**config.mk**
```make
export PLATFORM = sky130hd
export DESIGN_NAME = watchdog_timer
export DESIGN_NICKNAME = d
export VERILOG_FILES = /design/src/include/wdt_pkg.sv /design/src/logic/wdt_prescaler.sv /design/src/logic/watchdog_timer.sv
export VERILOG_INCLUDE_DIRS = /design/src /design/src/include
export SDC_FILE = /design/constraint.sdc
export NUM_CORES = 1
export LEC_CHECK = 0
export BUFFER_PORTS_ARGS = -buffer_cell sky130_fd_sc_hd__buf_2
export CORE_MARGIN = 1
export CORE_UTILIZATION = 58
export CTS_BUF_LIST = sky130_fd_sc_hd__clkbuf_8
export DETAILED_ROUTE_END_ITERATION = 6
export HOLD_SLACK_MARGIN = 0.06
export PLACE_DENSITY_LB_ADDON = 0.3
export RECOVER_POWER = 50
export SYNTH_ARGS = -nofsm -noshare
export SYNTH_HDL_FRONTEND = slang
export SYNTH_SLANG_ARGS = --single-unit
```
**constraint.sdc**
```tcl
create_clock -name mclk_i -period 3.2 [get_ports mclk_i]
set_clock_uncertainty 0.15 [all_clocks]
set_input_delay 0.64 -clock mclk_i [delete_from_list [all_inputs] [get_ports mclk_i]]
set_output_delay 0.64 -clock mclk_i [all_outputs]
set_load 0.01 [all_outputs]
```
**src/include/wdt_defs.svh**
```systemverilog
/*
  constants for the watchdog timer: prescaler ratios, counter width, reset values.
  assumes inclusion by bare name from the package and the design files.
*/
`ifndef WDT_DEFS_SVH
`define WDT_DEFS_SVH
`define WDT_CNT_W        16
`define WDT_PRE_W        14
`define WDT_DIV_LONG     14'h3fff
`define WDT_DIV_SHORT    14'h00ff
`define WDT_RELOAD_RST   16'h0000
`define WDT_CNT_RST      16'h0000
`define WDT_CNT_ALL_ONES 16'hffff
`define WDT_PRE_RST      14'h0000
`endif

```
**src/include/wdt_pkg.sv**
```systemverilog
/*
  types shared by the watchdog design files.
  assumes wdt_defs.svh is on the include path.
*/
`include "wdt_defs.svh"
package wdt_pkg;
  typedef struct packed {
    logic srv;
    logic dis;
    logic ena;
  } wdt_cmd_type;
  typedef enum logic [1:0] {
    ST_RUN,
    ST_WARN,
    ST_RESET
  } wdt_state_type;
endpackage

```
**src/logic/wdt_prescaler.sv**
```systemverilog
/*
  prescaler producing a one-cycle tick every 256 or 16,384 clocks.
  assumes clear and enable come from logic on the same clock.
*/
`timescale 1ns/1ns
`include "wdt_defs.svh"
module wdt_prescaler #(
  parameter int PRE_W = `WDT_PRE_W
) (
  input  wire logic mclk_i,
  input  wire logic rst_i,
  input  wire logic run_i,
  input  wire logic clr_i,
  input  wire logic long_i,
  output logic      tick_o
);
  logic [PRE_W-1:0] cnt_r;
  logic [PRE_W-1:0] cnt_nxt;
  logic [PRE_W-1:0] limit;
  logic             tick_nxt;
  logic             tick_r;
  always_comb begin
    limit    = long_i ? `WDT_DIV_LONG : `WDT_DIV_SHORT;
    cnt_nxt  = cnt_r;
    tick_nxt = 1'b0;
    if (clr_i) begin
      cnt_nxt = `WDT_PRE_RST;
    end else if (run_i) begin
      if (cnt_r >= limit) begin
        cnt_nxt  = `WDT_PRE_RST;
        tick_nxt = 1'b1;
      end else begin
        cnt_nxt = cnt_r + 1'b1;
      end
    end
  end
  always_ff @(posedge mclk_i) begin
    if (rst_i) begin
      cnt_r  <= `WDT_PRE_RST;
      tick_r <= 1'b0;
    end else begin
      cnt_r  <= cnt_nxt;
      tick_r <= tick_nxt;
    end
  end
  assign tick_o = tick_r;
endmodule // wdt_prescaler

```
**src/logic/watchdog_timer.sv**
```systemverilog
/*
  watchdog timer: 16-bit up counter behind a selectable prescaler, with
  disable, enable and service commands, prewarning then reset request.
  assumes commands are one-cycle pulses from logic on mclk_i.
*/
//
// Summary of operation
// - comes up enabled after every reset
// - disable stops, enable resumes, any time
// - overflow: prewarning first, then reset request
// - 16-bit counter, prescaler 16,384 or 256
// - reload value comes from software register
// - service before overflow reloads counter, clears prescaler
//
`timescale 1ns/1ns
`include "wdt_defs.svh"
module watchdog_timer
  import wdt_pkg::*;
#(
  parameter int CNT_W     = `WDT_CNT_W,
  parameter int WARN_TICKS = 1
) (
  input  wire logic                 mclk_i,
  input  wire logic                 rst_i,
  input  wire wdt_pkg::wdt_cmd_type cmd_i,
  input  wire logic                 long_div_i,
  input  wire logic                 reload_wr_i,
  input  wire logic [CNT_W-1:0]     watchdog_reload_value_i,
  output logic                      prewarn_irq_o,
  output logic                      reset_req_o,
  output logic                      enabled_o,
  output logic [CNT_W-1:0]          count_o
);
  import wdt_pkg::*;
  // ----------------------------------------------------------------
  // sizes
  // ----------------------------------------------------------------
  // warn counter runs 0 .. WARN_TICKS-1, one step per tick
  localparam int WARN_W = $clog2(WARN_TICKS + 1);
  // ----------------------------------------------------------------
  // state
  // ----------------------------------------------------------------
  wdt_state_type     st_r;
  wdt_state_type     st_nxt;
  logic              en_r;
  logic              en_nxt;
  logic [CNT_W-1:0]  cnt_r;
  logic [CNT_W-1:0]  cnt_nxt;
  logic [CNT_W-1:0]  rel_r;
  logic [CNT_W-1:0]  rel_nxt;
  logic              irq_r;
  logic              irq_nxt;
  logic              rst_r;
  logic              rst_nxt;
  logic [WARN_W-1:0] warn_cnt_r;
  logic [WARN_W-1:0] warn_cnt_nxt;
  logic              tick;
  logic              run;
  logic              step;
  logic              at_top;
  logic              srv_ok;
  logic              warn_done;
  // ----------------------------------------------------------------
  // decode
  // ----------------------------------------------------------------
  // counting halts once the reset request stands
  assign run       = en_r && (st_r != ST_RESET);
  // a tick that meets a disabled watchdog is dropped
  assign step      = tick && en_r;
  assign at_top    = (cnt_r == `WDT_CNT_ALL_ONES);
  // service only before overflow
  // a late service must not hold off the reset request
  assign srv_ok    = cmd_i.srv && (st_r == ST_RUN);
  // last tick of the warning gap
  assign warn_done = (warn_cnt_r == WARN_W'(WARN_TICKS - 1));
  // ----------------------------------------------------------------
  // prescaler
  // ----------------------------------------------------------------
  // one tick per 16,384 or 256 clocks
  wdt_prescaler #(
    .PRE_W  (`WDT_PRE_W)
  ) u_pre (
    .mclk_i (mclk_i),
    .rst_i  (rst_i),
    .run_i  (run),
    .clr_i  (srv_ok),
    .long_i (long_div_i),
    .tick_o (tick)
  );
  // ----------------------------------------------------------------
  // reload register
  // ----------------------------------------------------------------
  always_comb begin
    rel_nxt = rel_r;
    if (reload_wr_i) begin
      rel_nxt = watchdog_reload_value_i;
    end
  end
  always_ff @(posedge mclk_i) begin
    if (rst_i) begin
      rel_r <= `WDT_RELOAD_RST;
    end else begin
      rel_r <= rel_nxt;
    end
  end
  // ----------------------------------------------------------------
  // enable
  // ----------------------------------------------------------------
  always_comb begin
    en_nxt = en_r;
    if (cmd_i.dis) begin
      en_nxt = 1'b0;
    end else if (cmd_i.ena) begin
      en_nxt = 1'b1;
    end
  end
  always_ff @(posedge mclk_i) begin
    if (rst_i) begin
      en_r <= 1'b1;
    end else begin
      en_r <= en_nxt;
    end
  end
  // ----------------------------------------------------------------
  // counter
  // ----------------------------------------------------------------
  always_comb begin
    cnt_nxt = cnt_r;
    if (srv_ok) begin
      cnt_nxt = rel_r;
    end else if (step && (st_r == ST_RUN)) begin
      if (at_top) begin
        cnt_nxt = rel_r;
      end else begin
        cnt_nxt = cnt_r + 1'b1;
      end
    end
  end
  always_ff @(posedge mclk_i) begin
    if (rst_i) begin
      cnt_r <= `WDT_CNT_RST;
    end else begin
      cnt_r <= cnt_nxt;
    end
  end
  // ----------------------------------------------------------------
  // sequencer
  // ----------------------------------------------------------------
  always_comb begin
    st_nxt  = st_r;
    irq_nxt = 1'b0;
    rst_nxt = rst_r;
    case (st_r)
      ST_RUN: begin
        if (!srv_ok && step && at_top) begin
          st_nxt  = ST_WARN;
          irq_nxt = 1'b1;
        end
      end
      ST_WARN: begin
        if (step && warn_done) begin
          st_nxt  = ST_RESET;
          rst_nxt = 1'b1;
        end
      end
      ST_RESET: begin
        // held until system reset clears it
        rst_nxt = 1'b1;
      end
      default: begin
        st_nxt = ST_RUN;
      end
    endcase
  end
  always_ff @(posedge mclk_i) begin
    if (rst_i) begin
      st_r  <= ST_RUN;
      irq_r <= 1'b0;
      rst_r <= 1'b0;
    end else begin
      st_r  <= st_nxt;
      irq_r <= irq_nxt;
      rst_r <= rst_nxt;
    end
  end
  // ----------------------------------------------------------------
  // warning gap
  // ----------------------------------------------------------------
  always_comb begin
    warn_cnt_nxt = warn_cnt_r;
    // only counts inside the warning state
    if (st_r != ST_WARN) begin
      warn_cnt_nxt = '0;
    end else if (step && !warn_done) begin
      warn_cnt_nxt = warn_cnt_r + 1'b1;
    end
  end
  always_ff @(posedge mclk_i) begin
    if (rst_i) begin
      warn_cnt_r <= '0;
    end else begin
      warn_cnt_r <= warn_cnt_nxt;
    end
  end
  // ----------------------------------------------------------------
  // outputs
  // ----------------------------------------------------------------
  // every output is a plain register
  assign prewarn_irq_o = irq_r;
  assign reset_req_o   = rst_r;
  assign enabled_o     = en_r;
  assign count_o       = cnt_r;
endmodule // watchdog_timer

```
==> summary.md <==
| Metric | Value |
|---|---|
| PwrDens | 399 nW/um^2 |
| Hold slack final | 0.300 ns |
| Clock Latency Late Sink | around 0.30 ns |
| Post-layout min period | roughly 2.4 ns |
| Setup CP Type | in2reg |
| RSZ-0062 raised after global routing | no |
| Die height | ~71 um |
| CTS Sinks | 53 |
| Post-Syn Nets | around 350 |
| Fmax | approximately 0.42 GHz |
| Synthesized area per cell | ~8.6 um^2 |
| Setup TNS | 0 ns |
| Worst hold-check path type | reg2reg |
| Setup Viol. Count Final | 0 |
| Cell Area, Synth | roughly 2700 um^2 |
| CP Capture Type | register |
| Status | complete, but fails checks |
| EDFF count, synth | 0 |
| Drt total wl | ~6.0 mm |
| Routed Antenna Nets | 0 |
| Crit share post-route | 0.738 |
| Antenna fix cells | 0 |
| Initial antenna violation count | 0 |
| Number of fillers in the final layout | roughly 380 |
| Root Buffer | clkbuf_8 |
| DR vias/cell | slightly above 6 |
| Yosys cell types | between 50 and 60 |
| Area Growth Syn to Fin | 10.3% |
| Vias in the first global route | ~2200 |
| Final hold vios | 0 |
| Max Slew Vio Count | 0 |
| Crit path max fanout | 22 |
| CTS Buffer Depth | 2 |
| Tot GR Track Use | 0.250 |
| YS warnings | 0 |
| Pin count of the biggest net entering global routing | 23 |
| Startpoint Class | input port |
| Initial DRC Count | roughly 190 |
| Combinational power share | 0.102 |
| Ys flop type | dfxtp_1 |
| Slew @ Worst Pin | slightly below 1 ns |
| Grt ovf | 0 |
| Gpl congestion | 0.880 |
| Routed WL per cell | 14.7 um |
| Int Pwr | 0.000901 W |
| Core Util, Final | 0.676 |
| LEAKAGE | 1.16 nW |
| Slew margin rel. | 0.350 |
| Ratio of cells with drive above 1 in the final layout | 0.138 |
| Multi-input gate area | ~1600 um^2 |
| Register Area | between 1000 and 1500 um^2 |
| Clock transition at the registers of the reported paths | roughly 0.090 ns |
| P_sw | ~0.00030 W |
| Die width | 70.5 um |
| DRT Pass-1 Iters | 6 |
| Seq/Total Area, Yosys | 0.389 |
| CTS tree | built |
| Max Cap Viol | 0 |
| Hold_buf cts | 0 |
| Synth area leader | dfxtp_1 |
| Share of the synthesized area in the top cell type | 0.389 |
| Failing checks | design-rule violations |
| Post-cts sizing count | 0 |
| Hpwl dp | ~4.2 mm |
| Mapped Cells | around 320 |
| Num CTS Buffers | 5 |
| I/O pins | 42 |
| # Post-CTS Setup Buffers | 0 |
| Critical path data required time | about 3.3 ns |
| Initial Util | 0.613 |
| First-pass GRT wire length | between 10 and 15 mm |
| Core Area | around 4400 um^2 |
| Flop pwr share | 0.587 |
| Nets | between 300 and 400 |
| Vias post-DR | approximately 2500 |
| Async set or reset register ratio after synthesis | 0 |
| WP data arrival | 2.41 ns |
| DRC violations left | 2 |
| Ranking of synthesized cells by area | dfxtp_1 (39%), mux2i_1 (7.0%), nor2_1 (5.2%), a21oi_1 (4.0%), nand2_1 (3.9%) |
| Rows | 24 |
| Clk pwr share | 0.311 |
| Die area | around 5000 um^2 |
| Max rail drop VDD | between 0.2 and 0.3 mV |
| Switch share | 0.249 |
| Flops & latches, synth | 53 |
| I/O Buffers | 41 |
| H-tree levels | 2 |
-- cell families after synthesis --
| kind of cell | after synthesis | share of synthesized area |
|---|---|---|
| flops | 53 | 0.389 |
| mux | 19 | 0.0698 |
| simple gates | 147 | 0.292 |
| compound gates | 62 | 0.152 |
| buf+inv | 21 | 0.0354 |
| xor+xnor | 8 | 0.0257 |
| fa+ha+maj | 8 | 0.0367 |
-- sequential cells by signal, indices dropped and copies added, names as in the netlist --
| register | cells |
|---|---|
| count_o | 16 |
| enabled_o | 1 |
| prewarn_irq_o | 1 |
| rel_r | 16 |
| reset_req_o | 1 |
| st_r | 2 |
| u_pre.cnt_r | 14 |
| u_pre.tick_o | 1 |
| warn_cnt_r | 1 |
-- critical path, cell delays in order --
cell	delay (ns)
clkbuf_1	0.61
clkbuf_1	0.79
nor4_1	0.18
nand2b_1	0.19
-- layout by cell type (no fill, tap or decap), types with 7 or more instances in the layout --
cell type / count
dfxtp_1: 53
nor2_1: 38
nand2_1: 28
buf_2: 24
a21oi_1: 22
mux2i_1: 19
clkbuf_1: 18
nand3_1: 15
o21ai_0: 10
nor3_1: 9
nand4_1: 8
a31oi_1: 8
nor4_1: 8
ha_1: 8
inv_1: 7
-- area by class of cell --
type                            instances  area share
Clock buffer                            6      0.0275
Sequential cell                        53       0.353
Clock inverter                          1     0.00125
Tap cell                               52      0.0216
Multi-Input combinational cell        244       0.522
Inverter                                6     0.00749
Timing Repair Buffer                   44      0.0674
-- power groups by stage --
stage,Clock [W],Sequential [W],Combinational (W)
floorplan,0,0.000718,0.0000826
detailed placement,0,0.000719,0.000124
global route,0.000399,0.000709,0.000138
global placement,0,0.000718,0.000121
finish,0.000373,0.000705,0.000123
CTS,0.000376,0.000704,0.000124
-- cells in the mapped netlist (3+ instances only) --
| library cell | count |
|---|---|
| nand4_1 | 8 |
| inv_1 | 6 |
| mux2i_1 | 19 |
| or3_1 | 3 |
| xor2_1 | 4 |
| and2_1 | 4 |
| nand2b_1 | 6 |
| nor4_1 | 8 |
| clkbuf_1 | 7 |
| or2_2 | 3 |
| xnor2_1 | 4 |
| o32ai_1 | 4 |
| nand2_1 | 28 |
| dfxtp_1 | 53 |
| a31oi_1 | 8 |
| a21oi_1 | 22 |
| nor3_1 | 9 |
| o21ai_0 | 10 |
| buf_2 | 4 |
| nor2_1 | 38 |
| and3_1 | 5 |
| ha_1 | 8 |
| nand3_1 | 15 |
-- routing by layer --
metal	routed length, um	vias to the layer above	global-route usage
met5	0	-	0
met4	57	0	0.0533
met3	399	9	0.0527
met2	2600	93	0.386
met1	2930	1138	0.364
li1	-	1223	-
-- final timing paths --
path	startpoint	end	slack, ns	cells past startpoint
max	rst_i	st_r[0]	0.84	4
max reg2reg	count_o[0]	count_o[10]	0.88	6
min	reset_req_o	reset_req_o	0.30	2
min reg2reg	reset_req_o	reset_req_o	0.30	2
-- per-stage QoR --
stage / std cells / setup slack, ns / power [W] / instance area [um^2]
after floorplan: 318 / 1.15 / 0.000801 / 2730
after global placement: 399 / 0.911 / 0.000839 / 2940
after detailed placement: 399 / 0.807 / 0.000843 / 2940
after CTS: 406 / 0.916 / 0.00120 / 3030
after global routing: 406 / 0.615 / 0.00125 / 3010
final: 406 / 0.838 / 0.00120 / 3010
Power figures use the tool's default switching activity.
